===== src/design/tol_pkg.sv =====
// Constants, register map and types of the thermal overload threshold logic
`default_nettype none
package tol_pkg;
  // Register byte offsets
  localparam logic [7:0] A_CTRL = 8'h00;
  localparam logic [7:0] A_LVL1 = 8'h04;
  localparam logic [7:0] A_LVL2 = 8'h08;
  localparam logic [7:0] A_LVLI = 8'h0C;
  localparam logic [7:0] A_LVLT = 8'h10;
  localparam logic [7:0] A_DLY = 8'h14;
  localparam logic [7:0] A_SF = 8'h18;
  localparam logic [7:0] A_AMBT = 8'h1C;
  localparam logic [7:0] A_AMBK = 8'h20;
  localparam logic [7:0] A_INOM = 8'h24;
  localparam logic [7:0] A_STAT = 8'h28;
  localparam logic [7:0] A_USED = 8'h2C;
  localparam logic [7:0] A_KAMB = 8'h30;
  // Threshold reset values in 0.1 % steps
  localparam logic [10:0] LVL1_RST = 11'h190;
  localparam logic [10:0] LVL2_RST = 11'h190;
  localparam logic [10:0] LVLI_RST = 11'h320;
  localparam logic [10:0] LVLT_RST = 11'h3E8;
  // Factors and currents in 0.01 steps
  localparam logic [15:0] ONE = 16'h0064;
  localparam logic [15:0] FAC_MAX = 16'h01F4;
  localparam logic [15:0] CUR_LIGHT = 16'h0001;
  localparam logic [15:0] CUR_HIGH = 16'h00C8;
  localparam logic [15:0] AMBT_MAX_RST = 16'h002D;
  // Program cycle and trip delay step, in ms
  localparam int PCYC_MS = 5;
  localparam int DLY_RES_MS = 5;
  localparam int BLK_LEAD_MS = 5;
  localparam int CLK_KHZ = 100000;
  localparam int PCYC_CYC = PCYC_MS * CLK_KHZ;
  localparam int DLY_RES_CYC = DLY_RES_MS * CLK_KHZ;
  // Operating condition, motor load status, behaviour mode
  typedef enum logic [2:0] {C_NORMAL, C_AL1, C_AL2, C_INH, C_TRIP, C_BLK} tol_cond_e;
  typedef enum logic [1:0] {M_LIGHT, M_NORMAL, M_OVER, M_HIGH} tol_motor_e;
  typedef enum logic [2:0] {B_ON, B_BLK, B_TEST, B_TBLK, B_OFF} tol_beh_e;
  // Control register layout
  typedef struct packed {
    logic [24:0] rsv;
    tol_beh_e mode;
    logic allow;
    logic en_inh;
    logic en2;
    logic en1;
  } tol_ctrl_s;
  // Status register layout
  typedef struct packed {
    logic [12:0] rsv;
    logic allow;
    tol_beh_e beh;
    logic f_k;
    logic f_inom;
    logic f_amb;
    logic f_sf;
    tol_motor_e motor;
    tol_cond_e cond;
    logic blocked;
    logic start;
    logic trip;
    logic inh;
    logic al2;
    logic al1;
  } tol_stat_s;
  // Complete module state
  typedef struct packed {
    tol_ctrl_s ctrl;
    logic [10:0] lvl1;
    logic [10:0] lvl2;
    logic [10:0] lvli;
    logic [10:0] lvlt;
    logic [19:0] dly;
    logic [15:0] sf;
    logic [31:0] ambt;
    logic [31:0] ambk;
    logic [15:0] inom;
    logic wpend;
    logic [7:0] waddr;
    logic [31:0] rdata;
    logic ready;
    logic [18:0] div;
    logic tick;
    logic blk;
    logic [19:0] cnt;
    tol_stat_s st;
    logic [15:0] sf_used;
    logic [15:0] inom_used;
    logic [15:0] k_used;
  } tol_st_s;
endpackage
`default_nettype wire


===== src/design/tol_threshold.sv =====
// Thermal overload threshold, blocking and supervision logic with AHB-Lite registers
//
// Overview of operation
// - All four protection outputs come only from the thermal capacity input.
// - First alarm acts only when enabled; threshold default 40 %, 0.1 % steps.
// - Second alarm acts only when its own enable is on; default 40 %.
// - Restart inhibit acts only when enabled; default threshold 80 %.
// - Trip follows trip threshold (default 100 %) plus delay in 5 ms steps.
// - Blocking input is sampled at the start of each program cycle.
// - Pick-up without blocking raises start and runs the delay timing.
// - Pick-up with blocking raises blocked and nothing further.
// - Blocking during start clears start and releases like pick-up drop-out.
// - Report condition normal, alarms, inhibit, trip or blocked; normal drives no alarm, inhibit or trip.
// - Report behaviour mode only when per-function mode setting is allowed.
// - Light or no load when current is under 1 % of nominal.
// - Normal load when current exceeds neither the service factor in use nor twice nominal.
// - Overloading above pick-up below twice nominal; high overload above twice.
// - Invalid service factor is replaced by 1.0 and flagged while invalid.
// - Invalid ambient settings give correction 1.0 and an ambient fault flag.
// - Invalid nominal current setting gives 1.0 and a nominal fault flag.
// - Inconsistent ambient correction factors raise their own fault flag.
//
// Design decisions made here: the register addresses and the AHB-Lite interface to the registers.
`default_nettype none
module tol_threshold #(
  parameter int PCYC_CYC = tol_pkg::PCYC_CYC
) (
  // Clock and reset
  input wire logic clk,
  input wire logic reset_n,
  // AHB-Lite slave
  input wire logic hsel,
  input wire logic [31:0] haddr,
  input wire logic [1:0] htrans,
  input wire logic hwrite,
  input wire logic [2:0] hsize,
  input wire logic [31:0] hwdata,
  input wire logic hready,
  output logic hreadyout,
  output logic hresp,
  output logic [31:0] hrdata,
  // Thermal image side
  input wire logic [10:0] tcap_i,
  input wire logic [15:0] cur_i,
  input wire logic [15:0] kamb_i,
  // Blocking matrix
  input wire logic block_i,
  // Protection outputs
  output logic alarm1_o,
  output logic alarm2_o,
  output logic inhibit_o,
  output logic trip_o,
  output logic start_o,
  output logic blocked_o,
  // Indications
  output logic [2:0] cond_o,
  output logic [1:0] motor_o,
  output logic [2:0] beh_o,
  output logic beh_valid_o,
  output logic fault_sf_o,
  output logic fault_amb_o,
  output logic fault_inom_o,
  output logic fault_k_o,
  output logic [15:0] sf_used_o,
  output logic [15:0] inom_used_o,
  output logic [15:0] kamb_used_o
);

  // Program cycle divider must fit its counter
  if (PCYC_CYC < 2 || PCYC_CYC > 524288) begin : g_chk
    $error("PCYC_CYC out of range");
  end
  // Delay step equals one program cycle
  if (tol_pkg::DLY_RES_CYC != tol_pkg::PCYC_CYC) begin : g_chk2
    $error("delay step differs from program cycle");
  end

  tol_pkg::tol_st_s s;
  tol_pkg::tol_st_s n;
  logic off;
  logic blk_eff;
  logic pick;

  // Combinational next state
  always_comb begin
    n = s;
    n.tick = 1'b0;
    n.ready = 1'b1;
    off = s.ctrl.allow && s.ctrl.mode == tol_pkg::B_OFF;
    blk_eff = s.blk;
    pick = 1'b0;
    // Program cycle divider
    // Every protection decision waits for the tick, so all protection outputs move together
    if (s.div == 19'(PCYC_CYC - 1)) begin
      n.div = '0;
      n.tick = 1'b1;
    end else begin
      n.div = s.div + 19'h00001;
    end
    // Data phase write, applied before the read so back-to-back reads see it
    // Narrow fields keep their low bits; the unused upper bits are dropped
    if (s.wpend) begin
      n.wpend = 1'b0;
      if (s.waddr == tol_pkg::A_CTRL) begin
        n.ctrl = hwdata;
        n.ctrl.rsv = '0;
      end else if (s.waddr == tol_pkg::A_LVL1) begin
        n.lvl1 = hwdata[10:0];
      end else if (s.waddr == tol_pkg::A_LVL2) begin
        n.lvl2 = hwdata[10:0];
      end else if (s.waddr == tol_pkg::A_LVLI) begin
        n.lvli = hwdata[10:0];
      end else if (s.waddr == tol_pkg::A_LVLT) begin
        n.lvlt = hwdata[10:0];
      end else if (s.waddr == tol_pkg::A_DLY) begin
        n.dly = hwdata[19:0];
      end else if (s.waddr == tol_pkg::A_SF) begin
        n.sf = hwdata[15:0];
      end else if (s.waddr == tol_pkg::A_AMBT) begin
        n.ambt = hwdata;
      end else if (s.waddr == tol_pkg::A_AMBK) begin
        n.ambk = hwdata;
      end else if (s.waddr == tol_pkg::A_INOM) begin
        n.inom = hwdata[15:0];
      end
    end
    // Address phase: capture writes, answer reads next cycle
    // Read data is loaded here so it stands for the whole data phase
    if (hsel && hready && htrans[1]) begin
      n.wpend = hwrite && hsize == 3'h2;
      n.waddr = {haddr[7:2], 2'h0};
      n.rdata = '0;
      if (!hwrite) begin
        if (haddr[7:0] == tol_pkg::A_CTRL) begin
          n.rdata = n.ctrl;
        end else if (haddr[7:0] == tol_pkg::A_LVL1) begin
          n.rdata = {21'h00000, n.lvl1};
        end else if (haddr[7:0] == tol_pkg::A_LVL2) begin
          n.rdata = {21'h00000, n.lvl2};
        end else if (haddr[7:0] == tol_pkg::A_LVLI) begin
          n.rdata = {21'h00000, n.lvli};
        end else if (haddr[7:0] == tol_pkg::A_LVLT) begin
          n.rdata = {21'h00000, n.lvlt};
        end else if (haddr[7:0] == tol_pkg::A_DLY) begin
          n.rdata = {12'h000, n.dly};
        end else if (haddr[7:0] == tol_pkg::A_SF) begin
          n.rdata = {16'h0000, n.sf};
        end else if (haddr[7:0] == tol_pkg::A_AMBT) begin
          n.rdata = n.ambt;
        end else if (haddr[7:0] == tol_pkg::A_AMBK) begin
          n.rdata = n.ambk;
        end else if (haddr[7:0] == tol_pkg::A_INOM) begin
          n.rdata = {16'h0000, n.inom};
        end else if (haddr[7:0] == tol_pkg::A_STAT) begin
          n.rdata = s.st;
        end else if (haddr[7:0] == tol_pkg::A_USED) begin
          n.rdata = {s.inom_used, s.sf_used};
        end else if (haddr[7:0] == tol_pkg::A_KAMB) begin
          n.rdata = {16'h0000, s.k_used};
        end
      end
    end
    // Setting supervision, shown only while the fault stands
    // A bad service factor, ambient or nominal setting never reaches the thermal logic: 1.0 stands in while it is bad
    n.st.f_sf = s.sf == '0 || s.sf > tol_pkg::FAC_MAX;
    n.st.f_amb = s.ambt[15:0] <= s.ambt[31:16];
    n.st.f_inom = s.inom == '0;
    n.st.f_k = s.ambk[15:0] == '0 || s.ambk[31:16] == '0 ||
               s.ambk[15:0] > tol_pkg::FAC_MAX || s.ambk[31:16] > tol_pkg::FAC_MAX;
    n.sf_used = n.st.f_sf ? tol_pkg::ONE : s.sf;
    n.k_used = n.st.f_amb ? tol_pkg::ONE : kamb_i;
    n.inom_used = n.st.f_inom ? tol_pkg::ONE : s.inom;
    // Behaviour mode indication
    n.st.allow = s.ctrl.allow;
    n.st.beh = s.ctrl.allow ? s.ctrl.mode : tol_pkg::B_ON;
    // Motor load status from measured current
    // The pick-up limit is the factor in use, so a bad factor cannot mask an overload
    if (cur_i < tol_pkg::CUR_LIGHT) begin
      n.st.motor = tol_pkg::M_LIGHT;
    end else if (cur_i > tol_pkg::CUR_HIGH) begin
      n.st.motor = tol_pkg::M_HIGH;
    end else if (cur_i > s.sf_used) begin
      n.st.motor = tol_pkg::M_OVER;
    end else begin
      n.st.motor = tol_pkg::M_NORMAL;
    end
    // Blocking is latched once per program cycle; keeps it early enough
    // One sample per cycle keeps a short glitch on the line from splitting a decision
    if (s.div == '0) begin
      n.blk = block_i || (s.ctrl.allow && (s.ctrl.mode == tol_pkg::B_BLK ||
              s.ctrl.mode == tol_pkg::B_TBLK));
    end
    // Program cycle evaluation of thresholds from thermal capacity only
    // The delay count saturates so a long delay cannot wrap and trip early
    if (s.tick) begin
      pick = tcap_i >= s.lvlt && !off;
      n.st.al1 = s.ctrl.en1 && !off && tcap_i >= s.lvl1;
      n.st.al2 = s.ctrl.en2 && !off && tcap_i >= s.lvl2;
      n.st.inh = s.ctrl.en_inh && !off && tcap_i >= s.lvli;
      if (pick && !blk_eff) begin
        n.st.start = 1'b1;
        n.st.blocked = 1'b0;
        n.st.trip = s.cnt >= s.dly;
        if (s.cnt != 20'hFFFFF) begin
          n.cnt = s.cnt + 20'h00001;
        end
      end else begin
        // Blocked or dropped pick-up releases at once; there is no release delay
        n.st.blocked = pick;
        n.st.start = 1'b0;
        n.st.trip = 1'b0;
        n.cnt = '0;
      end
    end
    // Operating condition, highest level first
    // Blocked ranks just below trip so the reason for a missing start is visible
    if (n.st.trip) begin
      n.st.cond = tol_pkg::C_TRIP;
    end else if (n.st.blocked) begin
      n.st.cond = tol_pkg::C_BLK;
    end else if (n.st.inh) begin
      n.st.cond = tol_pkg::C_INH;
    end else if (n.st.al2) begin
      n.st.cond = tol_pkg::C_AL2;
    end else if (n.st.al1) begin
      n.st.cond = tol_pkg::C_AL1;
    end else begin
      n.st.cond = tol_pkg::C_NORMAL;
    end
  end

  // State register
  // Settings leave reset at their defaults, with every output quiet
  always_ff @(posedge clk or negedge reset_n) begin
    if (!reset_n) begin
      s <= '0;
      s.ctrl.mode <= tol_pkg::B_ON;
      s.lvl1 <= tol_pkg::LVL1_RST;
      s.lvl2 <= tol_pkg::LVL2_RST;
      s.lvli <= tol_pkg::LVLI_RST;
      s.lvlt <= tol_pkg::LVLT_RST;
      s.sf <= tol_pkg::ONE;
      s.ambt <= {16'h0000, tol_pkg::AMBT_MAX_RST};
      s.ambk <= {tol_pkg::ONE, tol_pkg::ONE};
      s.inom <= tol_pkg::ONE;
      s.ready <= 1'b1;
      s.st.cond <= tol_pkg::C_NORMAL;
      s.st.motor <= tol_pkg::M_LIGHT;
      s.st.beh <= tol_pkg::B_ON;
      s.sf_used <= tol_pkg::ONE;
      s.inom_used <= tol_pkg::ONE;
      s.k_used <= tol_pkg::ONE;
    end else begin
      s <= n;
    end
  end

  // Outputs straight from the state register
  assign hreadyout = s.ready;
  assign hresp = 1'b0;
  assign hrdata = s.rdata;
  assign alarm1_o = s.st.al1;
  assign alarm2_o = s.st.al2;
  assign inhibit_o = s.st.inh;
  assign trip_o = s.st.trip;
  assign start_o = s.st.start;
  assign blocked_o = s.st.blocked;
  assign cond_o = s.st.cond;
  assign motor_o = s.st.motor;
  assign beh_o = s.st.beh;
  assign beh_valid_o = s.st.allow;
  assign fault_sf_o = s.st.f_sf;
  assign fault_amb_o = s.st.f_amb;
  assign fault_inom_o = s.st.f_inom;
  assign fault_k_o = s.st.f_k;
  assign sf_used_o = s.sf_used;
  assign inom_used_o = s.inom_used;
  assign kamb_used_o = s.k_used;
endmodule
`default_nettype wire


===== config.mk =====
export PLATFORM = sky130hd
export DESIGN_NAME = tol_threshold
export DESIGN_NICKNAME = d
export VERILOG_FILES = /design/src/design/tol_pkg.sv /design/src/design/tol_threshold.sv
export SDC_FILE = /design/constraint.sdc
export NUM_CORES = 1
export LEC_CHECK = 0
export ABC_AREA = 0
export ABC_CLOCK_PERIOD_IN_PS = 3500
export BUFFER_PORTS_ARGS = -buffer_cell sky130_fd_sc_hd__clkbuf_2
export CAP_MARGIN = 10
export CORE_MARGIN = 2
export CORE_UTILIZATION = 59
export DETAILED_ROUTE_END_ITERATION = 10
export PLACE_DENSITY = 0.81
export RECOVER_POWER = 25
export SLEW_MARGIN = 20
export SYNTH_ARGS = -nofsm -noshare
export SYNTH_HDL_FRONTEND = slang
export SYNTH_SLANG_ARGS = --single-unit
export TNS_END_PERCENT = 20

===== constraint.sdc =====
create_clock -name clk -period 3.5 [get_ports clk]
set_input_delay 0.175 -clock clk [delete_from_list [all_inputs] [get_ports clk]]
set_output_delay 0.175 -clock clk [all_outputs]
set_load 0.1 [all_outputs]

* Yosys cells after proc, flatten, opt, wreduce, memory -nomap -nowiden
Index checks and enable logic that the tools add are counted.
** Word-level totals
- Register bits after elaboration :: 339
- Input bits :: 118
- Output and inout bits :: 101
** Cells by class
- Add/sub/neg operators :: 2
- Order comparisons :: 12
- Equal/unequal tests :: 28
- Mux-type cells :: 53
- Reduce and logical (&&, ||, !) cells :: 29
** Operators with widths (number)
- two-way mux 32 bit :: 16
- two-way mux 193 bit :: 1
- two-way mux 160 bit :: 1
- two-way mux 149 bit :: 1
- two-way mux 138 bit :: 1
- two-way mux 127 bit :: 1
- two-way mux 116 bit :: 1
- two-way mux 16 bit :: 7
- two-way mux 96 bit :: 1
- two-way mux 80 bit :: 1
- zero test 16 bit :: 4
- two-way mux 20 bit :: 3
- > comparator 16 x 9 -> 1 bit (second input constant) :: 3
- two-way mux 48 bit :: 1
- greater-or-equal comparator 11 bit :: 4
- two-way mux 11 bit :: 4
- two-way mux 41 bit :: 1
- equality test 8 x 6 -> 1 bit (second input constant) :: 5
- equality test 8 x 5 -> 1 bit (second input constant) :: 4
- equality test 6 x 3 -> 1 bit (second input constant) :: 4
- adder 20 x 1 -> 20 bit (second input constant) :: 1
- greater-or-equal comparator 20 bit :: 1
- != test 20 bit (second input constant) :: 1
- adder 19 x 1 -> 19 bit (second input constant) :: 1
- other kinds (25) :: 56

* Logic depth before layout (Yosys ltp)
Gate-level depths: netlist (run 1).
- Depth after elaboration :: 24
- Depth in mapped cells :: 11

* Worst setup path after synthesis (run 1)
No wires, ideal clock.
- Kind :: register to register
- Start point :: reg s[282] in the netlist's numbering
- End point :: reg s[88] in the netlist's numbering
- Library setup time :: 132 ps
- Arrival time :: 2372 ps
- Required time :: 3368 ps
- Path slack :: 996 ps
- Cell stages (with the launch flop) :: 11
- Buffers on the path :: 2
- Path through :: dfstp_2 > inv_1 > ha_1 > and3_1 > a221oi_1 > o21ai_0 > a22oi_1 > and2_1 > clkbuf_1 > clkbuf_1 > nor2_1
** Between the ends
- Longest elaborated chain between the ends :: 5
** RTL lines
- start, declared :: RTL line tol_threshold.sv:78 : tol_pkg::tol_st_s s;
- start signal, assigned :: RTL line tol_threshold.sv:254 : s <= n;
- greater-or-equal comparator 11 bit (*) :: RTL line tol_threshold.sv:196 : pick = tcap_i >= s.lvlt && !off;
- logical AND 1 bit (*) :: RTL line tol_threshold.sv:196
- logical AND 1 bit (*) :: RTL line tol_threshold.sv:200 : if (pick && !blk_eff) begin
- != test 2 x 1 -> 1 bit (no line)
- AND reduction 2 bit (no line)
Mark *: on every way between the ends. The rest lies on a longest branch, timed or not.
A chain may end at the register's enable or synchronous reset.

==> results_dict.tcl, run 1 <==
set metrics [dict create \
    cts_sinks 339 \
    r2r_start "s[157]" \
    path_cells "nor4_2, and4b_1, mux2_2, nand2_1, and4b_1, o21ai_1, a221oi_1, o31ai_1" \
    synthArstFlopShare 1.00 \
    routed_wl_microns 52700 \
    ys_seq_elements 339 \
    portBuffers 191 \
    crit_slowest_cell "and4b_1" \
    post-route-drc-count 0 \
    timing.critical_path.to_type "flop" \
    dpl_worst_slack_ns 0.551 \
    yosys.area.top_type_share 0.419 \
    crit_required_ns 3.89 \
    peakVddDrop_v 0.000373 \
    clock_latency_ns 0.55 \
    yosysWarnings 0 \
    ant_nets 0 \
    synth_flop_cell "dfrtp_1" \
    maxCapViolCount 1 \
    period_share 0.871 \
    worst_pin_slew_ns 2.47 \
    p_per_area_nw_per_um2 451 \
    gp_congestion 0.951 \
    fin_setup_tns_ns 0 \
    worstPathBufferInverterCount 0 \
    cp_max_fo 8 \
    synth_edf_count 0 \
    status "finished with violations" \
    hold_viol 0 \
    critical_path_class "reg2reg" \
    fin_nets 2023 \
    worstSetupStartpoint "s[157]" \
    arrival_ns 3.44 \
    syn-instance-count 1662 \
    post-route-util 0.678 \
    core-area_sq_um 29700 \
    maxSlewHeadroom -0.644 \
    initial_core_util 0.601 \
    vias 13900 \
    clkTransAtPathRegs_ns 0.06 \
    pin_count 219 \
    fp.dieW_microns 178 \
    rrSetupSlack_ns 0.45 \
    cts_max_level 2 \
    fin_ws_ns 0.452 \
    register_area_sq_um 8530 \
    grt_pass1_wl_microns 80600 \
    drtIter0Drc 1318 \
    grt_max_degree 156 \
    final-setup-viol-count 0 \
    timing.final.max_slew_violations 40 \
    synth.area.top_cells "dfrtp_1 42%, mux2_2 11%, ha_1 6.9%" \
    timing.fmax_ghz 0.328 \
    yosys.area.top_type "dfrtp_1" \
    clock_skew_ns 0.0265 \
    gr-total-overflow 0 \
    whs_path_depth 2 \
    grtUsageTotal 0.337 \
    cp_num_cells 8 \
    multi_input_area_sq_um 7900 \
    hold_path.class "in2reg" \
    grt_antenna_before_repair 2 \
    cpMostUsedCell "and4b_1" \
    drive_above_1_share 0.273 \
    yosysUniqueCellTypes 72 \
    die_y_microns 178 \
    avgSynthCellArea_sq_um 10.8 \
    place_hpwl_microns 38300 \
    first_global_vias 14300 \
    synthesis.area_sq_um 17900 \
    clockBufferDepth 3 \
    dieArea_sq_um 31700 \
    critPathMaxStageDelay_ns 0.54 \
    wire_per_inst_microns 23.7 \
    rsz0062_at_grt "no" \
    placementRows 63 \
    crit_end "hrdata[8]" \
    violations "max-capacitance violations, max-slew violations" \
    cts_made_buffers 37 \
    min_period_ns 3.05 \
    reg2reg_depth 8 \
    dr.pass1.iters 6 \
    via_per_inst 6.24 \
    fin_hold_ws_ns 0.0310 \
    cp-start-kind "flop" \
    area_growth_pct 12.8 \
    reg2reg_to "hrdata[8]" \
    p_leak_nw 9.69 \
    cp_top_family "simple AND/OR/NAND/NOR gates" \
    fill_cells 2108 \
    synth.yosys.seq_area_share 0.477 \
    cts_tree "done" \
    cts_root_buf "clkbuf_16" \
]
[stage by stage]
stage / instances / area [sq um] / power, mW
floorplan: 1669 / 17900 / 4.91
global placement: 2117 / 18600 / 5.20
detailed placement: 2117 / 18600 / 5.23
CTS: 2225 / 20200 / 9.08
global route: 2225 / 20200 / 9.35
finish: 2226 / 20200 / 9.09
[what timing repair did]
item                                   4_1_cts  5_1_grt
endpoints found under the hold margin      193        0
resized for setup                            0        0
setup buffers                                0        0
hold buffers                                40        0
[logic make-up (layout without fill, tap and decap cells)]
| family | after synthesis | in the layout | synth area share |
|---|---|---|---|
| flip-flops | 339 | 339 | 0.477 |
| adder cells (fa/ha/maj) | 99 | 99 | 0.0693 |
| XOR/XNOR | 34 | 34 | 0.0167 |
| multiplexers | 176 | 176 | 0.111 |
| AND/OR/NAND/NOR | 428 | 428 | 0.125 |
| buffers and inverters | 281 | 447 | 0.0828 |
| other | 2 | 10 | 0.000420 |
| AO/OA/AOI/OAI | 303 | 303 | 0.117 |
[area by class of cell]
type,instances,area share
clock inverters,9,0.00490
diodes,1,0.000124
flip-flops and latches,339,0.423
well taps,390,0.0242
inverters,113,0.0210
clock buffers,59,0.0541
repair buffers,266,0.0807
multi-input cells,1049,0.392
[per-layer routing]
metal / global-route usage / share of wire / vias to the layer above
met5: 0 / 0.00025 / -
met4: 0.149 / 0.048 / 2
met3: 0.0891 / 0.10 / 173
met2: 0.521 / 0.45 / 784
met1: 0.450 / 0.40 / 6847
li1: - / - / 6089
[synthesized netlist by cell type (12+ instances only)]
cell type and n:
nor2b_1 12, dfrtp_1 299, xor2_1 17, clkbuf_1 49, buf_2 18, a21oi_1 46
nand2b_1 21, and2_1 49, nand2_1 103, inv_1 113, a22oi_1 40, mux2_2 167
a22o_1 22, nor4_1 25, ha_1 99, xnor2_1 17, nand4_1 20, a221oi_1 26
buf_4 95, o21ai_0 57, and3_1 17, nand3_1 38, nor3_1 19, nor2_1 88
a21o_1 24, dfstp_2 40
[placed cells by master (no fill, tap or decap), drive strengths merged, types with 19 or more instances in the layout]
cell type / n
mux2: 172
and2: 49
nor4: 26
inv: 114
a22o: 22
nor2: 89
buf: 33
clkbuf: 252
dlygate4sd3: 40
dfstp: 40
nand4: 20
a21oi: 46
nand2: 103
nor3: 19
a221oi: 26
a22oi: 40
nand2b: 21
o21ai: 61
a21o: 24
ha: 99
nand3: 38
dfrtp: 299
[registers in the layout, summed over array words and instances, names as in the netlist]
signal / count
alarm1_o: 1
alarm2_o: 1
beh_o: 3
beh_valid_o: 1
blk_eff: 1
blocked_o: 1
cond_o: 3
fault_amb_o: 1
fault_inom_o: 1
fault_k_o: 1
fault_sf_o: 1
hrdata: 32
inhibit_o: 1
inom_used_o: 16
kamb_used_o: 16
motor_o: 2
n: 1
s: 238
sf_used_o: 16
start_o: 1
trip_o: 1
[where the power goes]
group	leakage (nW)	total, mW	switching (mW)	internal (mW)
clock	0.580	3.87	1.64	2.23
combinational	4.86	1.03	0.723	0.308
sequential	4.25	4.19	0.121	4.07
[how the worst min path moves through the flow]
| stage | start | to | slack [ns] |
|---|---|---|---|
| 3_5_place_dp | reset_n | s[112] | 0.02 |
| 3_3_place_gp | reset_n | s[111] | 0.02 |
| 5_1_grt | hwdata[14] | s[225] | 0.02 |
| 6_report | hwdata[13] | s[192] | 0.03 |
| 4_1_cts | hwdata[14] | s[225] | 0.02 |
| 2_1_floorplan | reset_n | alarm1_o | -0.12 |
Power figures use the tool's default switching activity.
==> run 2: changes to the inputs <==
--- a/config.mk
+++ b/config.mk
@@ -6,13 +6,13 @@
 export NUM_CORES = 1
 export LEC_CHECK = 0
 export ABC_AREA = 0
-export ABC_CLOCK_PERIOD_IN_PS = 3500
+export ABC_CLOCK_PERIOD_IN_PS = 3900
 export BUFFER_PORTS_ARGS = -buffer_cell sky130_fd_sc_hd__clkbuf_2
 export CAP_MARGIN = 10
 export CORE_MARGIN = 2
-export CORE_UTILIZATION = 59
+export CORE_UTILIZATION = 60
 export DETAILED_ROUTE_END_ITERATION = 10
-export PLACE_DENSITY = 0.81
+export PLACE_DENSITY = 0.82
 export RECOVER_POWER = 25
 export SLEW_MARGIN = 20
 export SYNTH_ARGS = -nofsm -noshare
==> constraint.sdc (replaced) <==
create_clock -name clk -period 3.9 [get_ports clk]
set_input_delay 0.195 -clock clk [delete_from_list [all_inputs] [get_ports clk]]
set_output_delay 0.195 -clock clk [all_outputs]
set_load 0.1 [all_outputs]
==> results_dict.tcl, run 2 (synthesis gave the netlist of run 1 again) <==
set metrics [dict create \
    die_y_microns 177 \
    clock_skew_ns 0.0259 \
    fin_nets 2023 \
    reg2reg_depth 9 \
    status "finished with violations" \
    ant_nets 0 \
    rrSetupSlack_ns 0.79 \
    cp_max_fo 32 \
    post-route-drc-count 0 \
    whs_path_depth 2 \
    grt_antenna_before_repair 1 \
    cts_resized 0 \
    grtUsageTotal 0.345 \
    via_per_inst 6.30 \
    violations "max-capacitance violations, max-slew violations" \
    gp_congestion 0.962 \
    timing.final.max_slew_violations 152 \
    p_per_area_nw_per_um2 407 \
    min_to "s[160]" \
    post-route-util 0.685 \
    hold_path.class "in2reg" \
    routed_wl_microns 53200 \
    grt_max_degree 127 \
    drtIter0Drc 1416 \
    cts_sinks 339 \
    cts_root_buf "clkbuf_16" \
    cts_made_buffers 37 \
    timing.fmax_ghz 0.321 \
    placementRows 63 \
    area_growth_pct 13.0 \
    wire_per_inst_microns 23.9 \
    timing.critical_path.to_type "flop" \
    hold_viol 0 \
    register_area_sq_um 8530 \
    regMostFlops "s" \
    p_leak_nw 9.72 \
    layout.cells.most_common "dfrtp_1" \
    period_share 0.798 \
    fin_cells 2223 \
    cts_tree "done" \
    cts_max_level 2 \
    peakVddDrop_v 0.000408 \
    min_period_ns 3.11 \
    reg2reg_to "hrdata[8]" \
    fp.dieW_microns 177 \
    multi_input_area_sq_um 7900 \
    dpl.cell_count 2117 \
    swShare 0.270 \
    combPwrFrac 0.114 \
    crit_required_ns 4.29 \
    p_seq_frac 0.458 \
    rsz0062_at_grt "no" \
    place_hpwl_microns 38400 \
    pin_count 219 \
    gr-total-overflow 0 \
    critical_path_class "reg2reg" \
    p_clk_frac 0.428 \
    vias 14000 \
    dieArea_sq_um 31200 \
    maxCapViolCount 3 \
    clkTransAtPathRegs_ns 0.06 \
    core-area_sq_um 29500 \
    first_global_vias 14500 \
    clock_latency_ns 0.54 \
    min_from "haddr[6]" \
    largest_register_ffs 238 \
    worst_pin_slew_ns 2.52 \
    fin_setup_tns_ns 0 \
    p_int_mw 6.00 \
    clockBufferDepth 3 \
    maxSlewHeadroom -0.682 \
    arrival_ns 3.50 \
    portBuffers 191 \
    fill_cells 2173 \
    dr.pass1.iters 5 \
    r2r_start "s[157]" \
    drive_above_1_share 0.276 \
    cp-start-kind "flop" \
    mostFrequentLayoutCells "299 x dfrtp_1, 191 x clkbuf_2, 167 x mux2_2" \
    n_antenna_cell 0 \
    initial_core_util 0.606 \
    power.switching_mw 2.22 \
    final-setup-viol-count 0 \
    grt_pass1_wl_microns 81800 \
]
-- run 2: worst max-delay path by stage --
stage	from	end	slack, ns	cells after the start
global route	s[157]	hrdata[8]	0.64	9
global placement	s[268]	cond_o[1]	0.64	10
detailed placement	s[157]	hrdata[8]	0.83	9
finish	s[157]	hrdata[8]	0.79	9
CTS	s[157]	hrdata[8]	0.82	9
floorplan	s[282]	s[88]	1.40	10
-- run 2: routing by layer --
metal / GRT usage / vias to the layer above / wire (microns)
met4: 0.139 / 2 / 2200
met5: 0 / - / 11
met1: 0.462 / 6956 / 21300
met2: 0.545 / 794 / 24400
li1: - / 6090 / -
met3: 0.0807 / 154 / 5210
-- run 2: cell type report --
cell class / instances / area share
inverters: 113 / 0.0210
flip-flops and latches: 339 / 0.422
clock buffers: 53 / 0.0533
clock inverters: 13 / 0.00712
multi-input cells: 1049 / 0.391
repair buffers: 266 / 0.0810
well taps: 390 / 0.0242
-- run 2: metrics by stage --
stage | cell area [sq um] | worst slack [ns] | hold WS, ns | power, mW
after global placement | 18600 | 0.637 | 0.380 | 4.67
after detailed placement | 18600 | 0.832 | 0.386 | 4.71
after CTS | 20200 | 0.820 | 0.0129 | 8.21
after floorplan | 17900 | 1.40 | -0.101 | 4.41
after global routing | 20200 | 0.636 | 0.0278 | 8.45
final | 20200 | 0.787 | 0.0339 | 8.22
-- run 2: what timing repair did --
action | CTS | global route
buffers inserted | 0 | 0
hold buffers | 39 | 0
setup endpoints to repair | 0 | 0
hold endpoints to repair | 155 | 0
-- run 2: power by group through the flow --
stage                     Clock, mW  Sequential [mW]  Combinational [mW]
final                          3.52             3.76               0.938
after global routing           3.68             3.77                1.01
after CTS                      3.52             3.75               0.931
after detailed placement          0             3.81               0.895
after global placement            0             3.81               0.865
after floorplan                   0             3.79               0.614
-- run 2: critical path, stage by stage, from the launching register on --
cell      delay (ns)
dfrtp_1         0.48
nor4_2          0.39
and4b_1         0.24
buf_4           0.41
mux2_2          0.41
nand2_1         0.06
and4b_1         0.25
o21ai_1         0.10
a221oi_1        0.49
o31ai_1         0.13
==> run 3: changes to the inputs <==
--- a/config.mk
+++ b/config.mk
@@ -6,13 +6,13 @@
 export NUM_CORES = 1
 export LEC_CHECK = 0
 export ABC_AREA = 0
-export ABC_CLOCK_PERIOD_IN_PS = 3900
+export ABC_CLOCK_PERIOD_IN_PS = 3100
 export BUFFER_PORTS_ARGS = -buffer_cell sky130_fd_sc_hd__clkbuf_2
 export CAP_MARGIN = 10
 export CORE_MARGIN = 2
-export CORE_UTILIZATION = 60
+export CORE_UTILIZATION = 59
 export DETAILED_ROUTE_END_ITERATION = 10
-export PLACE_DENSITY = 0.82
+export PLACE_DENSITY = 0.81
 export RECOVER_POWER = 25
 export SLEW_MARGIN = 20
 export SYNTH_ARGS = -nofsm -noshare
==> constraint.sdc (replaced) <==
create_clock -name clk -period 3.1 [get_ports clk]
set_input_delay 0.155 -clock clk [delete_from_list [all_inputs] [get_ports clk]]
set_output_delay 0.155 -clock clk [all_outputs]
set_load 0.1 [all_outputs]
==> results_dict.tcl, run 3 (synthesis gave the netlist of run 1 again) <==
set metrics [dict create \
    min_from "cur_i[6]" \
    cts_resized 0 \
    worst_pin_slew_ns 2.28 \
    place_area_sq_um 18700 \
    grt_antenna_before_repair 0 \
    timing.final.max_slew_violations 116 \
    timing.fmax_ghz 0.340 \
    first_global_vias 14200 \
    layout.cells.most_common "dfrtp_1" \
    vias 14100 \
    p_per_area_nw_per_um2 528 \
    post-route-drc-count 0 \
    grtUsageTotal 0.340 \
    portBuffers 191 \
    drtIter0Drc 1456 \
    largest_register_ffs 238 \
    arrival_ns 3.33 \
    multi_input_area_sq_um 7900 \
    timing.critical_path.to_type "flop" \
    crit_slowest_cell "a221oi_1" \
    r2r_start "s[157]" \
    hold_viol 0 \
    fill_cells 2131 \
    clock_latency_ns 0.54 \
    grt_pass1_wl_microns 81400 \
    maxCapViolCount 2 \
    cts_max_level 2 \
    ant_nets 0 \
    hold_path.class "in2reg" \
    worstSetupStartpoint "s[157]" \
    rsz0062_at_grt "no" \
    via_per_inst 6.28 \
    area_growth_pct 14.7 \
    crit_required_ns 3.49 \
    mostFrequentLayoutCells "299 x dfrtp_1, 192 x clkbuf_2, 167 x mux2_2" \
    clock_skew_ns 0.0199 \
    maxSlewHeadroom -0.520 \
    path_cells "nor4b_4, and4b_1, mux2_2, o2bb2ai_1, and4b_1, o21ai_1, a221oi_1, o31ai_1" \
    cts_made_buffers 37 \
    period_share 0.948 \
    critical_path_class "reg2reg" \
    cp-start-kind "flop" \
    fp.dieW_microns 178 \
    initial_core_util 0.601 \
    violations "max-capacitance violations, max-slew violations" \
    final-setup-viol-count 0 \
    n_antenna_cell 0 \
    status "finished with violations" \
    core-area_sq_um 29700 \
    cts_sinks 339 \
    register_area_sq_um 8530 \
    wire_per_inst_microns 23.6 \
    regMostFlops "s" \
    dieArea_sq_um 31700 \
    clkTransAtPathRegs_ns 0.06 \
    cp_max_fo 7 \
    place_hpwl_microns 39000 \
    min_period_ns 2.94 \
    placementRows 63 \
    cts_tree "done" \
    gp_congestion 0.985 \
    p_leak_nw 9.88 \
    clockBufferDepth 3 \
    die_y_microns 178 \
    peakVddDrop_v 0.000443 \
    drive_above_1_share 0.287 \
    gr-total-overflow 0 \
    pin_count 219 \
    post_cts_buffers 0 \
    routed_wl_microns 53100 \
    cts_root_buf "clkbuf_16" \
    post-route-util 0.690 \
    grt_max_degree 88 \
    fin_area_sq_um 20500 \
    fin_nets 2043 \
    dr.pass1.iters 8 \
    cpMostUsedCell "and4b_1" \
    fin_setup_tns_ns 0 \
    critPathMaxStageDelay_ns 0.52 \
]
run 3: worst paths after layout:
kind                                   endpoint  slack, ns  cells after the start
worst min register to register  inom_used_o[15]       0.41                      0
max in group asynchronous         sf_used_o[14]       0.56                      3
worst min-delay path                 motor_o[1]       0.03                      3
worst max register to register        hrdata[8]       0.16                      8
worst max-delay path                  hrdata[8]       0.16                      8
min in group asynchronous                s[113]       0.84                      2
run 3: repair_timing:
item | in CTS | in global routing
endpoints found under the hold margin | 134 | 0
hold buffers | 42 | 0
endpoints found under the setup margin | 0 | 0
run 3: per-stage QoR:
stage	worst slack, ns	std cells	hold WS, ns	power [mW]
2_1_floorplan	0.596	1669	-0.141	5.55
3_3_place_gp	0.381	2135	0.211	5.88
3_5_place_dp	0.299	2135	0.217	5.92
4_1_cts	0.257	2245	0.0115	10.8
5_1_grt	0.0764	2245	0.0284	11.1
6_report	0.162	2245	0.0289	10.8
run 3: critical path, delay by kind of cell (launching register included):
family / cells / cell delay [ns]
compound gates: 4 / 0.94
flops: 1 / 0.48
mux: 1 / 0.37
simple gates: 3 / 1.01
run 3: power breakdown:
group,total [mW],leakage [nW],switching [mW],internal [mW]
sequential,4.73,4.25,0.142,4.59
clock,4.91,0.666,1.85,3.05
combinational,1.17,4.96,0.819,0.353
total,10.8,9.88,2.82,8.00
run 3: cell type report:
class / instances / share of cell area
clock buffer: 49 / 0.0529
clock inverter: 19 / 0.0139
inverter: 113 / 0.0207
multi-input combinational: 1049 / 0.385
sequential: 339 / 0.416
tap: 390 / 0.0238
timing repair buffer: 286 / 0.0868
run 3: metal layers:
| metal | GRT usage | vias to the layer above | share of wire |
|---|---|---|---|
| met4 | 0.118 | 0 | 0.037 |
| met5 | 0 | - | 0 |
| met3 | 0.0729 | 155 | 0.10 |
| li1 | - | 6126 | - |
| met1 | 0.462 | 6979 | 0.40 |
| met2 | 0.544 | 832 | 0.46 |
